$ cat config.mk
export PLATFORM = sky130hd
export DESIGN_NAME = dmars_top
export DESIGN_NICKNAME = d
export VERILOG_FILES = /design/src/dmars_pkg.sv /design/src/dmars_sel_if.sv /design/src/dmars_chan_sel.sv /design/src/dmars_top.sv
export SDC_FILE = /design/constraint.sdc
export NUM_CORES = 1
export LEC_CHECK = 0
export BUFFER_PORTS_ARGS = -buffer_cell sky130_fd_sc_hd__buf_2
export CORE_ASPECT_RATIO = 1.5
export CORE_MARGIN = 4
export CORE_UTILIZATION = 35
export DETAILED_ROUTE_END_ITERATION = 10
export SKIP_LAST_GASP = 1
export SLEW_MARGIN = 20
export SYNTH_ARGS = -nofsm -noshare
export SYNTH_HDL_FRONTEND = slang
export SYNTH_SLANG_ARGS = --single-unit
$ cat constraint.sdc
create_clock -name clk -period 8.4 [get_ports clk]
set_input_delay 2.1 -clock clk [delete_from_list [all_inputs] [get_ports clk]]
set_output_delay 2.1 -clock clk [all_outputs]
set_load 0.01 [all_outputs]
$ cat src/dmars_pkg.sv
// dmars_pkg: constants, register map and source decoding for the dma request selector
// assumes a 32-bit classic wishbone register bus with byte addresses
package dmars_pkg;

    localparam int N_CH   = 4;
    localparam int N_TA   = 5;
    localparam int N_TB   = 6;
    localparam int N_UART = 3;
    localparam int N_IIO  = 12;

    // register byte offsets
    localparam logic [7:0] PRI_BASE_OFS = 8'h00; // primary_source_select_reg, channel i at +4i
    localparam logic [7:0] SEC_BASE_OFS = 8'h10; // secondary_source_select_reg, channel i at +4i
    localparam logic [7:0] STATUS_OFS   = 8'h20; // request seen flags, write one to clear

    // field positions and reset values
    localparam int         CODE_LSB     = 0;
    localparam int         CODE_MSB     = 4;
    localparam int         SW_TRIG_BIT  = 5;
    localparam logic [4:0] CODE_RST     = 5'h00;
    localparam logic [3:0] STATUS_RST   = 4'h0;

    // primary code points
    localparam logic [4:0] CODE_SECONDARY = 5'h00;
    localparam logic [4:0] CODE_PIN_FALL  = 5'h01;
    localparam logic [4:0] CODE_PIN_BOTH  = 5'h02;
    localparam logic [4:0] CODE_TA_FIRST  = 5'h03;
    localparam logic [4:0] CODE_TA_LAST   = 5'h07;
    localparam logic [4:0] CODE_TB_FIRST  = 5'h08;
    localparam logic [4:0] CODE_TB_LAST   = 5'h0D;
    localparam logic [4:0] CODE_UART_FIRST = 5'h0E;
    localparam logic [4:0] CODE_UART_LAST = 5'h13;
    localparam logic [4:0] CODE_ADC       = 5'h18;
    localparam logic [4:0] CODE_IIO_FIRST = 5'h19;
    localparam logic [4:0] IIO_WRAP       = 5'h0C;
    localparam logic [4:0] IIO_BASE [N_CH] = '{5'h00, 5'h07, 5'h02, 5'h09};

    typedef enum {CLS_SECONDARY, CLS_PIN_FALL, CLS_PIN_BOTH, CLS_TIMER_A, CLS_TIMER_B,
                  CLS_UART, CLS_ADC, CLS_IIO, CLS_NONE} dmars_class_t;

    // sort a primary code into its source class
    function automatic dmars_class_t dmars_class(input logic [4:0] code);
        if (code == CODE_SECONDARY) return CLS_SECONDARY;
        else if (code == CODE_PIN_FALL) return CLS_PIN_FALL;
        else if (code == CODE_PIN_BOTH) return CLS_PIN_BOTH;
        else if (code <= CODE_TA_LAST) return CLS_TIMER_A;
        else if (code <= CODE_TB_LAST) return CLS_TIMER_B;
        else if (code <= CODE_UART_LAST) return CLS_UART;
        else if (code == CODE_ADC) return CLS_ADC;
        else if (code >= CODE_IIO_FIRST) return CLS_IIO;
        else return CLS_NONE;
    endfunction

endpackage

$ cat src/dmars_sel_if.sv
// dmars_sel_if: carries one channel's codes and the shared request sources to its selector
// assumes the top drives every source as a one-cycle or level request, synchronous to clk
`timescale 1ns/1ps
interface dmars_sel_if;
    logic [4:0]  pri_code;
    logic [4:0]  sec_code;
    logic        pin_fall;
    logic        pin_both;
    logic [4:0]  tima;
    logic [5:0]  timb;
    logic [2:0]  utx;
    logic [2:0]  urx;
    logic        adc;
    logic [11:0] iio;
    logic        sec_hw;
    logic        hw_req;

    modport top (output pri_code, sec_code, pin_fall, pin_both, tima, timb, utx, urx,
                 output adc, iio, sec_hw, input hw_req);
    modport sel (input pri_code, sec_code, pin_fall, pin_both, tima, timb, utx, urx,
                 input adc, iio, sec_hw, output hw_req);
endinterface

$ cat src/dmars_chan_sel.sv
// dmars_chan_sel: combinational hardware request selector for one dma channel
// assumes the parent registers the result before it leaves the block
`timescale 1ns/1ps
module dmars_chan_sel
    import dmars_pkg::*;
#(
    parameter int CH = 0
) (
    dmars_sel_if.sel sif
);

    logic [4:0] off;
    logic [4:0] iio_sum;
    logic [4:0] iio_idx;

    // offset of the code inside its class and the rotated iio index
    always_comb begin
        off     = 5'h00;
        iio_sum = IIO_BASE[CH] + (sif.pri_code - CODE_IIO_FIRST);
        iio_idx = (iio_sum >= IIO_WRAP) ? iio_sum - IIO_WRAP : iio_sum;
        case (dmars_class(sif.pri_code))
            CLS_TIMER_A: off = sif.pri_code - CODE_TA_FIRST;
            CLS_TIMER_B: off = sif.pri_code - CODE_TB_FIRST;
            CLS_UART:    off = sif.pri_code - CODE_UART_FIRST;
            default:     off = 5'h00;
        endcase
    end

    // pick the request line named by the primary code
    always_comb begin
        case (dmars_class(sif.pri_code))
            CLS_SECONDARY: sif.hw_req = (sif.sec_code != CODE_SECONDARY) & sif.sec_hw;
            CLS_PIN_FALL:  sif.hw_req = sif.pin_fall;
            CLS_PIN_BOTH:  sif.hw_req = sif.pin_both;
            CLS_TIMER_A:   sif.hw_req = sif.tima[off[2:0]];
            CLS_TIMER_B:   sif.hw_req = sif.timb[off[2:0]];
            CLS_UART:      sif.hw_req = off[0] ? sif.urx[off[2:1]] : sif.utx[off[2:1]];
            CLS_ADC:       sif.hw_req = sif.adc;
            CLS_IIO:       sif.hw_req = sif.iio[iio_idx[3:0]];
            default:       sif.hw_req = 1'b0;
        endcase
    end

endmodule // dmars_chan_sel

$ cat src/dmars_top.sv
// dmars_top: dma request source selection for four channels with a wishbone register file
// assumes synchronous peripheral request inputs and a classic wishbone master on clk
//
// Implementation choices: the Wishbone interface to the registers and the address map.
`timescale 1ns/1ps
// Behaviour
// - writing the trigger bit in a secondary register requests a transfer on that channel
// - each channel takes hardware requests from the source its select codes name
// - no interrupt enable or interrupt control setting gates a transfer request
// - transfers never set or clear any peripheral pending interrupt flag
// - primary code zero hands source choice to the secondary register
// - codes 1 and 2 pick falling or both edges of that channel's pin
// - codes 3 to 7 pick timer A 0 to 4 requests
// - codes 8 to 13 pick timer B 0 to 5 requests
// - code 24 picks the converter 0 conversion request
// - codes 25 to 31 pick rotated intelligent io requests per channel
// - pin edge requests ignore the pin interrupt polarity and level settings
module dmars_top
    import dmars_pkg::*;
(
    input  wire logic        clk,
    input  wire logic        rst,
    input  wire logic        wb_cyc_i,
    input  wire logic        wb_stb_i,
    input  wire logic        wb_we_i,
    input  wire logic [7:0]  wb_adr_i,
    input  wire logic [3:0]  wb_sel_i,
    input  wire logic [31:0] wb_dat_i,
    output logic      [31:0] wb_dat_o,
    output logic             wb_ack_o,
    input  wire logic        ext_irq_pin_0,
    input  wire logic        ext_irq_pin_1,
    input  wire logic        ext_irq_pin_2,
    input  wire logic        ext_irq_pin_3,
    input  wire logic [4:0]  timer_a_irq,
    input  wire logic [5:0]  timer_b_irq,
    input  wire logic [2:0]  uart_tx_irq,
    input  wire logic [2:0]  uart_rx_irq,
    input  wire logic [2:0]  uart_ack_irq,
    input  wire logic [2:0]  uart_ack_mode,
    input  wire logic        analog_converter_0_irq,
    input  wire logic [11:0] iio_irq,
    input  wire logic [3:0]  sec_src_irq,
    output logic      [3:0]  dma_req
);

    logic [4:0]  pri_code_reg [N_CH];
    logic [4:0]  sec_code_reg [N_CH];
    logic [3:0]  status_reg;
    logic [3:0]  pin_prev_reg;
    logic        pin_live_reg;
    logic        ack_reg;
    logic [31:0] rdata_reg;
    logic [3:0]  dma_req_reg;
    logic [3:0]  pins;
    logic [3:0]  pin_fall;
    logic [3:0]  pin_both;
    logic [2:0]  urx_sel;
    logic [3:0]  hw_req;
    logic [3:0]  sw_trig;
    logic [3:0]  pri_wr;
    logic [3:0]  sec_wr;
    logic        req_phase;
    logic        wr_fire;
    logic [31:0] rdata_next;

    // word hit on a four-entry register group starting at base
    function automatic logic [3:0] group_hit(input logic [7:0] adr, input logic [7:0] base);
        logic [7:0] rel;
        rel = adr - base;
        group_hit = 4'h0;
        if (rel[7:4] == 4'h0 && rel[1:0] == 2'b00) begin
            group_hit[rel[3:2]] = 1'b1;
        end
    endfunction

    // bus phases: data goes out with ack, a write lands on the edge where ack is seen
    assign req_phase = wb_cyc_i & wb_stb_i & ~ack_reg;
    assign wr_fire   = wb_cyc_i & wb_stb_i & ack_reg & wb_we_i & wb_sel_i[0];
    assign pri_wr    = wr_fire ? group_hit(wb_adr_i, PRI_BASE_OFS) : 4'h0;
    assign sec_wr    = wr_fire ? group_hit(wb_adr_i, SEC_BASE_OFS) : 4'h0;
    assign sw_trig   = wb_dat_i[SW_TRIG_BIT] ? sec_wr : 4'h0;

    // pin edges come straight off the pins, no polarity or level setting enters here
    assign pins     = {ext_irq_pin_3, ext_irq_pin_2, ext_irq_pin_1, ext_irq_pin_0};
    assign pin_fall = pin_live_reg ? (pin_prev_reg & ~pins) : 4'h0;
    assign pin_both = pin_live_reg ? (pin_prev_reg ^ pins) : 4'h0;

    // receive line of each serial port, swapped for acknowledge when that mode is set
    assign urx_sel = (uart_rx_irq & ~uart_ack_mode) | (uart_ack_irq & uart_ack_mode);

    // one selector per channel, sharing the peripheral sources, each with its own pin edges and secondary line
    generate
        for (genvar ch = 0; ch < N_CH; ch++) begin : g_chan
            dmars_sel_if sif ();
            assign sif.pri_code = pri_code_reg[ch];
            assign sif.sec_code = sec_code_reg[ch];
            assign sif.pin_fall = pin_fall[ch];
            assign sif.pin_both = pin_both[ch];
            assign sif.tima     = timer_a_irq;
            assign sif.timb     = timer_b_irq;
            assign sif.utx      = uart_tx_irq;
            assign sif.urx      = urx_sel;
            assign sif.adc      = analog_converter_0_irq;
            assign sif.iio      = iio_irq;
            assign sif.sec_hw   = sec_src_irq[ch];
            assign hw_req[ch]   = sif.hw_req;

            dmars_chan_sel #(.CH(ch)) u_sel (
                .sif (sif)
            );
        end
    endgenerate

    // previous pin levels for edge detection, first sample after reset only primes
    always_ff @(posedge clk) begin
        if (rst) begin
            pin_prev_reg <= 4'h0;
            pin_live_reg <= 1'b0;
        end else begin
            pin_prev_reg <= pins;
            pin_live_reg <= 1'b1;
        end
    end

    // primary and secondary select codes
    always_ff @(posedge clk) begin
        if (rst) begin
            for (int i = 0; i < N_CH; i++) begin
                pri_code_reg[i] <= CODE_RST;
                sec_code_reg[i] <= CODE_RST;
            end
        end else begin
            for (int i = 0; i < N_CH; i++) begin
                if (pri_wr[i]) begin
                    pri_code_reg[i] <= wb_dat_i[CODE_MSB:CODE_LSB];
                end
                if (sec_wr[i]) begin
                    sec_code_reg[i] <= wb_dat_i[CODE_MSB:CODE_LSB];
                end
            end
        end
    end

    // request outputs: no interrupt enable and no pending flag takes part here
    always_ff @(posedge clk) begin
        if (rst) begin
            dma_req_reg <= 4'h0;
        end else begin
            dma_req_reg <= hw_req | sw_trig;
        end
    end

    // sticky record of issued requests, cleared by writing one, a new request wins
    always_ff @(posedge clk) begin
        if (rst) begin
            status_reg <= STATUS_RST;
        end else if (wr_fire && wb_adr_i == STATUS_OFS) begin
            status_reg <= (status_reg & ~wb_dat_i[3:0]) | dma_req_reg;
        end else begin
            status_reg <= status_reg | dma_req_reg;
        end
    end

    // read data mux, unmapped addresses read as zero
    always_comb begin
        logic [3:0] ph;
        logic [3:0] sh;
        ph = group_hit(wb_adr_i, PRI_BASE_OFS);
        sh = group_hit(wb_adr_i, SEC_BASE_OFS);
        rdata_next = 32'h0000_0000;
        for (int i = 0; i < N_CH; i++) begin
            if (ph[i]) begin
                rdata_next = {27'h000_0000, pri_code_reg[i]};
            end else if (sh[i]) begin
                rdata_next = {27'h000_0000, sec_code_reg[i]};
            end
        end
        if (wb_adr_i == STATUS_OFS) begin
            rdata_next = {28'h000_0000, status_reg};
        end
    end

    // single-wait acknowledge, every address answers
    always_ff @(posedge clk) begin
        if (rst) begin
            ack_reg   <= 1'b0;
            rdata_reg <= 32'h0000_0000;
        end else begin
            ack_reg <= req_phase;
            if (req_phase) begin
                rdata_reg <= rdata_next;
            end
        end
    end

    assign wb_ack_o = ack_reg;
    assign wb_dat_o = rdata_reg;
    assign dma_req  = dma_req_reg;

    generate
        for (genvar c = 0; c < N_CH; c++) begin : g_chk

        end
    endgenerate
endmodule // dmars_top

== Yosys cells after proc, flatten, opt, wreduce, memory -nomap -nowiden ==
Memory sizes are Yosys's and may differ from the RTL's.
Index checks and enable logic that the tools add are counted.
Word-level totals
  word-level logic and storage cells: 304
  RAM bits: 40
  memories kept: 2
  input bits: 93
  flip-flop bits (word level): 46
  output and inout bits: 37
Memory list
  pri_code_reg: words 4, bits a word 5, read ports 4, clocked after Yosys merged registers in 0, wr ports 4, RTL line dmars_top.sv:47  | logic [4:0] pri_code_reg [N_CH];
  sec_code_reg: words 4, bits a word 5, read ports 4, clocked after Yosys merged registers in 0, wr ports 4, RTL line dmars_top.sv:48  | logic [4:0] sec_code_reg [N_CH];
Operators by class
  reductions and logical operators: 21
  mux-type cells: 144
  equality and inequality tests: 41
  order comparisons: 36
  add/subtract/negate cells: 24
  bitwise logic cells: 30
Operators with widths (number)
  32-bit two-way mux: 34
  32-bit by 3-bit equality test with 1-bit output, second input constant: 16
  32-bit by 2-bit equality test with 1-bit output, second input constant: 8
  32-bit by 1-bit equality test with 1-bit output, second input constant: 4
  32-bit zero test: 4
  4-bit two-way mux: 17
  1-bit two-way mux: 53
  5-bit two-way mux: 10
  3-bit one-hot mux with 3 select lines: 4
  1-bit one-hot mux with 8 select lines: 4
  1-bit binary-select mux with 3-bit select: 8
  5-bit by 1-bit equality test with 1-bit output, second input constant: 4
  5-bit by 2-bit equality test with 1-bit output, second input constant: 4
  5-bit equality test, second input constant: 4
  5-bit by 4-bit greater-or-equal comparator with 1-bit output, second input constant: 4
  5-bit greater-or-equal comparator, second input constant: 4
  5-bit by 3-bit less-or-equal comparator with 1-bit output, second input constant: 4
  5-bit by 4-bit less-or-equal comparator with 1-bit output, second input constant: 4
  5-bit less-or-equal comparator, second input constant: 4
  5-bit zero test: 4
  4-bit by 5-bit less-than comparator with 1-bit output, second input constant: 4
  5-bit nonzero test: 4
  5-bit subtractor, second input constant: 4
  2-bit by 3-bit less-than comparator with 1-bit output, second input constant: 6
  other kinds (27): 80

== Depth between registers and ports, before layout ==
Gate-level depths: netlist (run 1).
An unclocked memory read counts as a cell.
  word-level depth: 17
  mapped depth: 15
  gate-level depth less buffers: 14

== Cells and area by module ==
From an unflattened synthesis (run 1), not the netlist that was laid out.
Unflattened totals
  cells, all modules: 754
  area total of the unflattened synthesis: 6754.0 µm²
Modules (own cells, without submodules)
  dmars_top: area each 2989.1 µm², times used 1, sequential area each 1581.5 µm², cells each 272
  dmars_chan_sel at g_chan[3].u_sel: area each 1024.7 µm², times used 1, sequential area each 0.0 µm², cells each 134
  dmars_chan_sel at g_chan[0].u_sel: area each 980.9 µm², times used 1, sequential area each 0.0 µm², cells each 125
  dmars_chan_sel at g_chan[1].u_sel: area each 907.1 µm², times used 1, sequential area each 0.0 µm², cells each 120
  dmars_chan_sel at g_chan[2].u_sel: area each 852.1 µm², times used 1, sequential area each 0.0 µm², cells each 103

== Worst setup path after synthesis (run 1) ==
OpenSTA, ideal clock, no wires.
  kind: in2reg
  start: input wb_adr_i[1]
  end: memory sec_code_reg[0][0] (enable)
  arrival time: 3.984 ns
  library setup time: 0.384 ns
  data required time: 8.016 ns
  path buffers: 1
  setup slack: 4.032 ns
  stages: 4
  cell sequence: or4_4 or3b_2 clkbuf_1 o41ai_1
RTL lines
  start, declared: RTL line dmars_top.sv:26  | input wire logic [7:0] wb_adr_i,
  end, declared: RTL line dmars_top.sv:48

==> qor.csv, run 1 <==
stage,metric,value,unit
place,gp_congestion,0.980,
global_routing,grt_pass1_wl,31.7,mm
sta,finalSetupTns,0,ps
floorplan,die_y,174,um
cts,clkLatencyLatePin,330,ps
place,numPortBuffers,73,
worst_setup_path,critPathKind,in -> reg,
sta,finalHoldViolCount,0,
cts,clock-sinks,59,
floorplan,core_area,0.0179,mm2
synthesis,synth_top_area_cell,edfxtp_1,
detailed_routing,drc_errors,0,
synthesis,post-synth-top-count-cell,nand2_1,
floorplan,start_util,35.7,%
finish,nFillCells,1799,
synthesis,yosysTopAreaCellShare,18.7,%
detailed_routing,wire_per_inst,19.9,um
cts,clk_pin_slew_worst_paths,50,ps
sta,period_needed,4400,ps
synthesis,synthCells,732,
worst_setup_path,required,8360,ps
floorplan,fp.dieW,119,um
place,place_hpwl,15.6,mm
pwr,p_leak,0.00294,uW
hold_path,hp-class,reg -> reg,
finish,final_layout_size_suffix_gt1_share,19.0,%
detailed_routing,firstDrtPassIters,5,
sta,worst_pin_slew,1010,ps
synthesis,syn_area,0.00641,mm2
sta,fin_crit_sh,52.4,%
synthesis,yosys-top-cells-area,"edfxtp_1 19%, ha_1 8.8%, mux4_2 7.4%, dfxtp_1 5.9%, and2_1 4.7%",
finish,area_growth,11.4,%
detailed_routing,vias_per_cell,5.91,
cts,cts_setup_buffers,0,
floorplan,die-area,0.0206,mm2
cts,hold_buffers,0,
global_routing,grt_pass1_vias,5777,
worst_setup_path,endpoint_kind,flop,
sta,max_slew_margin,31.7,%
sta,clock_skew,3.67,ps
cts,cts_made_buffers,9,
global_routing,grt_max_degree,24,
detailed_routing,antenna_left,0,
pwr,cellPowerDensity,133,mW/mm2
detailed_routing,drt_first_iter_violations,529,
finish,layout.nets,927,
sta,rsz0062_at_grt,false,
run_status,status,completed,
synthesis,syn_avg_cell_area,8.76,um2
synthesis,synth-edff-count,40,
pwr,worst_ir_drop_vdd,0.104,mV
detailed_routing,vias,5976,
detailed_routing,wirelength,20.1,mm
global_routing,antenna_found_initial,0,
cts,cts-root-buf,clkbuf_16,
worst_setup_path,critical_path_arrival,4360,ps
synthesis,ys_dominant_reg_cell,edfxtp_1,
cts,cts-resized-gates,0,
worst_setup_path,worst_setup_path_start_kind,primary input,
sta,setup_viol,0,
global_routing,met2_usage,33.7,%
synthesis,yosysWarnings,0,
synthesis,synthArstFlopShare,0,%
sta,holdWs,472,ps
cts,htreeDepth,3,
synthesis,ys_ff_latch,59,
synthesis,ys_seq_area_share,24.7,%
global_routing,met1_usage,23.5,%
floorplan,row_count,60,
global_routing,busiest_layer,met2,
global_routing,grt_use_total,19.4,%
global_routing,grt-ovfl-total,0,
worst_setup_path,path_max_fanout,9,
finish,antenna_cells,0,
cts,cts_buffer_depth,2,
floorplan,io_pins,130,
global_routing,grt_use_met3,3.23,%
sta,finalMaxSlewViolations,0,
synthesis,ys_top_cells_by_count,"59 x nand2_1, 58 x nor2_1, 48 x and2_1",
job,drv_cap,0,
cts,cts_tree,built,
pwr,total_power,948,uW
sta,fmax,227,MHz
synthesis,synth_cell_types,85,
-- logic make-up (layout without fill, tap and decap cells) --
family / after synthesis / count (layout) / synth area share, %
flip-flops: 59 / 59 / 24.7
buffers and inverters: 91 / 127 / 7.36
multiplexers: 60 / 60 / 13.8
adder cells (fa/ha/maj): 45 / 45 / 8.78
AO/OA/AOI/OAI: 194 / 194 / 21.6
AND/OR/NAND/NOR: 277 / 277 / 23.1
other: 1 / 27 / 0.0585
XOR/XNOR: 5 / 5 / 0.683
-- worst paths after layout --
check / startpoint / endpoint / slack (ps) / depth (start not counted)
max reg2reg: pri_code_reg[1][0]$_SDFFCE_PN0P_ / dma_req[1]$_SDFF_PP0_ / 4360 / 11
max: wb_adr_i[1] / pri_code_reg[0][2]$_SDFFCE_PN0P_ / 4000 / 5
min: wb_ack_o$_SDFF_PP0_ / wb_ack_o$_SDFF_PP0_ / 470 / 1
min reg2reg: wb_ack_o$_SDFF_PP0_ / wb_ack_o$_SDFF_PP0_ / 470 / 1
-- final cells by class --
cell class                 instances  area, um2  share of cell area (%)
sequential                        59       1580                    22.1
multi-input combinational        608       4460                    62.4
tap                              217        272                    3.80
clock inverter                     4       45.0                   0.631
clock buffer                      12        278                    3.89
inverter                          38        143                    2.00
timing repair buffer              73        365                    5.12
-- power by group --
part           internal, uW  switching (uW)  leakage (uW)  total [uW]
Combinational          90.9             131       0.00220         222
Sequential              324            20.2      0.000574         344
Clock                   261             120      0.000163         381
-- critical path, stage by stage --
cell and delay (ps):
buf_2 100, or4_4 540, nor3_1 740, nand2b_1 210, o31ai_1 670
-- layout by cell type (no fill, tap or decap), types with 7 or more instances in the layout --
master,synthesis,layout
o31ai_1,10,10
nor2_1,58,58
a211oi_1,8,8
nand3_1,17,17
dfxtp_1,19,19
edfxtp_1,40,40
nor3_1,16,16
clkbuf_16,0,10
ha_1,45,45
nand2b_1,13,13
mux2i_1,28,28
and2_1,48,48
inv_1,35,35
a21oi_1,36,36
a21o_1,7,7
mux2_2,8,8
nand2_1,59,59
conb_1,1,27
a31oi_1,9,9
o211ai_1,11,11
o21ai_0,40,40
buf_2,5,73
mux4_2,21,21
-- stage by stage --
stage / std cells / setup WS (ps) / util, % / area (um2)
after floorplan: 758 / 4030 / - / 6510
after global placement: 995 / 3670 / 38.0 / 6820
after detailed placement: 995 / 3640 / 38.0 / 6820
after CTS: 1011 / 3980 / 39.8 / 7140
after global routing: 1011 / 3780 / 39.8 / 7140
final: 1011 / 4000 / 39.8 / 7140
-- layer usage --
metal / vias up / wire length, um
met4: 0 / 764
met1: 2822 / 7890
met3: 47 / 1580
met2: 308 / 9840
li1: 2799 / -
met5: - / 0
No activity file was read; power rests on OpenSTA's default activity.
==> inputs of run 2 (changes only) <==
==> constraint.sdc (replaced) <==
create_clock -name clk -period 4.3 [get_ports clk]
set_input_delay 1.075 -clock clk [delete_from_list [all_inputs] [get_ports clk]]
set_output_delay 1.075 -clock clk [all_outputs]
set_load 0.01 [all_outputs]
==> run 2 against run 1 <==
  * Count of clock-buffer cells in the layout is 1 lower
  * Register-to-register slack lost 3700 ps
  * Sequential power up 93%
  * Flip-flop and latch count stayed put
  * Critical path type is now reg -> reg
  * Critical endpoint is now dma_req[0]$_SDFF_PP0_
  * Largest cell class unchanged
==> qor.csv, run 2 (synthesized netlist as in run 1, its figures left out) <==
stage,metric,value,unit,change
run_status,status,completed,,
sta,setup_viol,0,,unchanged
sta,finalSetupTns,0,ps,unchanged
pwr,p_leak,0.00298,uW,+1.4%
finish,utilization,40.1,%,+0.35 points
cts,clock-sinks,59,,unchanged
job,drv_cap,0,,unchanged
sta,fmax,272,MHz,
place,place_hpwl,16.1,mm,+3.1%
worst_setup_path,required,4500,ps,-3860 ps
sta,rsz0062_at_grt,false,,
global_routing,grt-ovfl-total,0,,unchanged
sta,period_needed,3680,ps,
global_routing,grt_pass1_vias,5748,,-0.50%
finish,area_growth,12.3,%,
cts,cts-root-buf,clkbuf_16,,
worst_setup_path,cp_num_buf_inv,0,,-1
detailed_routing,wirelength,20.3,mm,+1.4%
hold_path,hold_depth,1,,unchanged
pwr,cellPowerDensity,251,mW/mm2,+89%
floorplan,die-area,0.0206,mm2,unchanged
floorplan,io_pins,130,,unchanged
cts,cts-resized-gates,0,,unchanged
sta,clock_skew,3.82,ps,+0.152 ps
finish,nFillCells,1838,,+2.2%
cts,clkLatencyLatePin,330,ps,about the same
sta,fin_crit_sh,85.6,%,
worst_setup_path,max_stage_delay,640,ps,-100 ps
worst_setup_path,path_max_fanout,12,,+3
worst_setup_path,critPathKind,reg -> reg,,
finish,regArea,0.00158,mm2,unchanged
detailed_routing,vias,5926,,-0.84%
global_routing,grt_max_degree,24,,unchanged
cts,htreeDepth,3,,unchanged
floorplan,fp.dieW,119,um,unchanged
finish,final_common_cell,buf_2,,
cts,cts_buffer_depth,2,,unchanged
place,numPortBuffers,73,,unchanged
cts,cts_made_buffers,9,,unchanged
worst_setup_path,r2r_slack,620,ps,-3740 ps
cts,cts_setup_buffers,0,,unchanged
detailed_routing,drt_first_iter_violations,399,,-25%
worst_setup_path,reg2reg_depth,10,,-1
floorplan,die_y,174,um,unchanged
worst_setup_path,critical_path.top_delay_family,compound AO/OA/AOI/OAI gates,,
pwr,worst_ir_drop_vdd,0.182,mV,+75%
finish,final_cell_mix,"73 x buf_2, 59 x nand2_1, 58 x nor2_1",,
place,gp_congestion,0.976,,-0.34%
cts,hold_buffers,0,,unchanged
floorplan,start_util,35.7,%,unchanged
sta,worst_pin_slew,873,ps,-138 ps
worst_setup_path,cp_cell_sequence,ha_1 -> nand3b_2 -> a31oi_4 -> a221oi_2 -> nor3_2 -> mux2_4 -> a22oi_4 -> mux2_4 -> a221oi_2 -> a21oi_1,,
detailed_routing,firstDrtPassIters,5,,unchanged
hold_path,hp-class,reg -> reg,,
worst_setup_path,r2r_end,dma_req[0]$_SDFF_PP0_,,
global_routing,grt_use_total,19.2,%,-0.19 points
detailed_routing,drc_errors,0,,unchanged
worst_setup_path,worst_setup_path_start_kind,flop,,
hold_path,min_from,wb_ack_o$_SDFF_PP0_,,
worst_setup_path,critPathSlowestCell,edfxtp_1,,
worst_setup_path,endpoint_kind,flop,,
worst_setup_path,critical_path_arrival,3880,ps,-480 ps
floorplan,row_count,60,,unchanged
finish,multiInputGateArea,0.00446,mm2,unchanged
sta,finalHoldViolCount,0,,unchanged
sta,max_slew_margin,41.3,%,+9.6 points
sta,finalMaxSlewViolations,0,,unchanged
finish,antenna_cells,0,,unchanged
finish,final_layout_size_suffix_gt1_share,20.1,%,+1.1 points
detailed_routing,wire_per_inst,19.9,um,+0.18%
cts,cts_tree,built,,
global_routing,antenna_found_initial,0,,unchanged
hold_path,holdPathEnd,wb_ack_o$_SDFF_PP0_,,
global_routing,grt_pass1_wl,31.4,mm,-1.0%
detailed_routing,vias_per_cell,5.79,,-2.0%
floorplan,core_area,0.0179,mm2,unchanged
cts,clk_pin_slew_worst_paths,50,ps,about the same
worst_setup_path,crit-reg2reg-launch,pri_code_reg[0][0]$_SDFFCE_PN0P_,,
finish,layout.nets,939,,+1.3%
detailed_routing,antenna_left,0,,unchanged
[run 2: cell count changes in the layout (fill, tap and decap cells not counted), sizes merged]
| cell | previous run | this run |
|---|---|---|
| clkbuf | 12 | 11 |
| clkinvlp | 0 | 1 |
| buf | 73 | 85 |
[run 2: how the worst max path moves through the flow]
stage / slack [ps] / cells after the start / endpoint / startpoint
floorplan: 960 / 4 / sec_code_reg[0][0]$_SDFFCE_PN0P_ / wb_adr_i[1]
global placement: 650 / 14 / dma_req[2]$_SDFF_PP0_ / pri_code_reg[2][1]$_SDFFCE_PN0P_
detailed placement: 640 / 11 / dma_req[0]$_SDFF_PP0_ / pri_code_reg[0][1]$_SDFFCE_PN0P_
CTS: 630 / 11 / dma_req[0]$_SDFF_PP0_ / pri_code_reg[0][1]$_SDFFCE_PN0P_
global route: 400 / 14 / dma_req[2]$_SDFF_PP0_ / pri_code_reg[2][1]$_SDFFCE_PN0P_
finish: 620 / 10 / dma_req[0]$_SDFF_PP0_ / pri_code_reg[0][0]$_SDFFCE_PN0P_
[run 2: layout make-up]
type | count | share of cell area (%)
inverter | 38 | 1.98
clock inverter | 5 | 0.730
timing repair buffer | 85 | 6.32
sequential | 59 | 22.0
multi-input combinational | 608 | 61.9
clock buffer | 11 | 3.37
tap | 217 | 3.77
[run 2: power breakdown]
part | total, uW | leakage (uW) | switching, uW | internal [uW]
Clock | 698 | 0.000145 | 238 | 460
Sequential | 665 | 0.000574 | 32.0 | 633
Combinational | 444 | 0.00226 | 262 | 181
[run 2: per-stage QoR]
step | hold slack [ps] | setup slack [ps] | area [um2] | std cells | total power, uW
after floorplan | 457 | 957 | 6510 | 758 | 980
final | 471 | 620 | 7200 | 1023 | 1810
after global routing | 504 | 404 | 7200 | 1023 | 1880
after global placement | 465 | 653 | 6910 | 1007 | 1110
after CTS | 476 | 625 | 7200 | 1023 | 1810
after detailed placement | 469 | 641 | 6910 | 1007 | 1110
[run 2: worst register-to-register path, cell delays in order, from the launching register on]
cell,delay [ps]
edfxtp_1,640
ha_1,380
nand3b_2,240
a31oi_4,310
a221oi_2,140
nor3_2,500
mux2_4,360
a22oi_4,270
mux2_4,340
a221oi_2,260
a21oi_1,130
[run 2: routing by layer]
layer  global-route usage [%]  vias up  part of all wire [%]
met3                     3.04       36                   6.4
met4                     7.97        0                   3.1
met2                     34.6      259                    50
li1                         -     2823                     -
met1                     22.7     2808                    40
met5                        0        -                     0
==> inputs of run 3 (changes only) <==
--- a/config.mk
+++ b/config.mk
@@ -9,6 +9,7 @@
 export CORE_ASPECT_RATIO = 1.5
 export CORE_MARGIN = 4
 export CORE_UTILIZATION = 35
+export CTS_BUF_LIST = sky130_fd_sc_hd__clkbuf_4 sky130_fd_sc_hd__clkbuf_8
 export DETAILED_ROUTE_END_ITERATION = 10
 export SKIP_LAST_GASP = 1
 export SLEW_MARGIN = 20
==> run 3 against run 2 <==
  * Non-clock buffer count unchanged
  * Sequential share of layout area up 0.30 points
  * Clock skew is 2.1 ps higher
  * Combinational power hardly changed
  * Final cell count did not move
  * Cell area decreased by 1.4%
  * Register-to-register slack barely moved
  * Count of clock-buffer cells in the layout stayed put
  * Critical path type unchanged
  * Critical endpoint unchanged
  * Largest power group is now registers
==> qor.csv, run 3 (synthesized netlist as in run 1, its figures left out) <==
stage,metric,value,unit,change
floorplan,start_util,35.7,%,unchanged
sta,finalSetupTns,0,ps,unchanged
cts,cts_tree,built,,
worst_setup_path,required,4510,ps,about the same
sta,finalHoldViolCount,0,,unchanged
global_routing,met1_usage,22.6,%,about the same
cts,cts-root-buf,clkbuf_8,,
worst_setup_path,path_max_fanout,12,,unchanged
floorplan,die-area,0.0206,mm2,unchanged
finish,final_cell_mix,"73 x buf_2, 59 x nand2_1, 58 x nor2_1",,
detailed_routing,drt_first_iter_violations,339,,-15%
finish,utilization,39.6,%,-0.54 points
global_routing,grt_use_met3,3.17,%,+0.13 points
finish,area_growth,10.8,%,
floorplan,row_count,60,,unchanged
detailed_routing,firstDrtPassIters,5,,unchanged
cts,cts_buffer_depth,2,,unchanged
global_routing,grt_pass1_wl,31.4,mm,+0.18%
global_routing,grt_pass1_vias,5749,,+0.017%
cts,cts_setup_buffers,0,,unchanged
floorplan,fp.dieW,119,um,unchanged
global_routing,antenna_found_initial,0,,unchanged
finish,final_layout_size_suffix_gt1_share,20.2,%,+0.12 points
cts,cts_made_buffers,9,,unchanged
sta,fmax,271,MHz,-0.26%
hold_path,hp-class,reg -> reg,,
finish,antenna_cells,0,,unchanged
detailed_routing,wire_per_inst,19.9,um,+0.24%
global_routing,grt-ovfl-total,0,,unchanged
worst_setup_path,endpoint_kind,flop,,
job,drv_cap,0,,unchanged
worst_setup_path,worst_setup_path_start_kind,flop,,
sta,fin_ws,610,ps,-9.65 ps
cts,clkLatencyLatePin,340,ps,about the same
detailed_routing,vias_per_cell,5.83,,+0.64%
sta,fin_crit_sh,85.8,%,+0.22 points
sta,finalMaxSlewViolations,0,,unchanged
worst_setup_path,critical_path_arrival,3900,ps,+20 ps
place,place_hpwl,16.1,mm,unchanged
place,gp_congestion,0.976,,unchanged
sta,worst_pin_slew,804,ps,-69.8 ps
pwr,worst_ir_drop_vdd,0.133,mV,-27%
pwr,cellPowerDensity,226,mW/mm2,-10%
global_routing,met2_usage,34.9,%,+0.29 points
detailed_routing,antenna_left,0,,unchanged
cts,hold_buffers,0,,unchanged
sta,setup_viol,0,,unchanged
cts,htreeDepth,3,,unchanged
floorplan,die_y,174,um,unchanged
sta,holdWs,482,ps,+11.4 ps
finish,final_common_cell,buf_2,,
place,post-place-ws,641,ps,unchanged
detailed_routing,wirelength,20.4,mm,+0.24%
sta,rsz0062_at_grt,false,,
global_routing,grt_use_total,19.3,%,+0.078 points
floorplan,io_pins,130,,unchanged
detailed_routing,drc_errors,0,,unchanged
pwr,p_leak,0.00294,uW,-1.4%
place,numPortBuffers,73,,unchanged
sta,clock_skew,5.88,ps,+2.06 ps
global_routing,grt_max_degree,24,,unchanged
floorplan,core_area,0.0179,mm2,unchanged
cts,cts-resized-gates,0,,unchanged
global_routing,busiest_layer,met2,,
sta,max_slew_margin,46.0,%,+4.7 points
run_status,status,completed,,
finish,layout.nets,939,,unchanged
sta,period_needed,3690,ps,+9.64 ps
detailed_routing,vias,5964,,+0.64%
cts,clk_pin_slew_worst_paths,60,ps,about the same
cts,clock-sinks,59,,unchanged
worst_setup_path,critPathKind,reg -> reg,,
[run 3: cell counts in the layout (fill, tap and decap cells not counted)]
Identical to the previous run, type by type.
[run 3: per-layer routing]
metal | wire (um) | vias up | share of wire (%)
li1 | - | 2827 | -
met1 | 8120 | 2863 | 40
met2 | 10400 | 240 | 51
met3 | 1290 | 34 | 6.3
met4 | 614 | 0 | 3.0
met5 | 0 | - | 0
[run 3: critical path: stages, from the launching register on]
cell and delay [ps]:
edfxtp_1 640, ha_1 370, nand3b_2 240, a31oi_4 310, a221oi_2 140, nor3_2 490, mux2_4 360, a22oi_4 270
mux2_4 340, a221oi_2 270, a21oi_1 130
[run 3: through the flow]
stage / cell area, um2 / total power (uW) / cells
after floorplan: 6510 / 980 / 758
after detailed placement: 6910 / 1110 / 1007
after global routing: 7110 / 1680 / 1023
final: 7110 / 1600 / 1023
after global placement: 6910 / 1110 / 1007
after CTS: 7110 / 1610 / 1023
[run 3: cell type report]
| cell class | count | area, um2 |
|---|---|---|
| well taps | 217 | 272 |
| clock buffers | 11 | 145 |
| repair buffers | 85 | 455 |
| clock inverters | 5 | 52.6 |
| flip-flops and latches | 59 | 1580 |
| fillers | 1851 | 10800 |
| inverters | 38 | 143 |
| multi-input cells | 608 | 4460 |
[run 3: path summary, 6_finish.rpt]
check	start	to	depth (start not counted)	slack, ps
setup / recovery	pri_code_reg[0][0]$_SDFFCE_PN0P_	dma_req[0]$_SDFF_PP0_	10	610
hold / removal	wb_ack_o$_SDFF_PP0_	wb_ack_o$_SDFF_PP0_	1	480
setup reg to reg	pri_code_reg[0][0]$_SDFFCE_PN0P_	dma_req[0]$_SDFF_PP0_	10	610
hold reg to reg	wb_ack_o$_SDFF_PP0_	wb_ack_o$_SDFF_PP0_	1	480
[run 3: report_power, final]
part	leakage (uW)	internal, uW	total, uW	switching, uW
Sequential	0.000574	632	664	32.5
Clock	0.000103	286	495	209
Combinational	0.00226	181	444	263
Total	0.00294	1100	1600	504
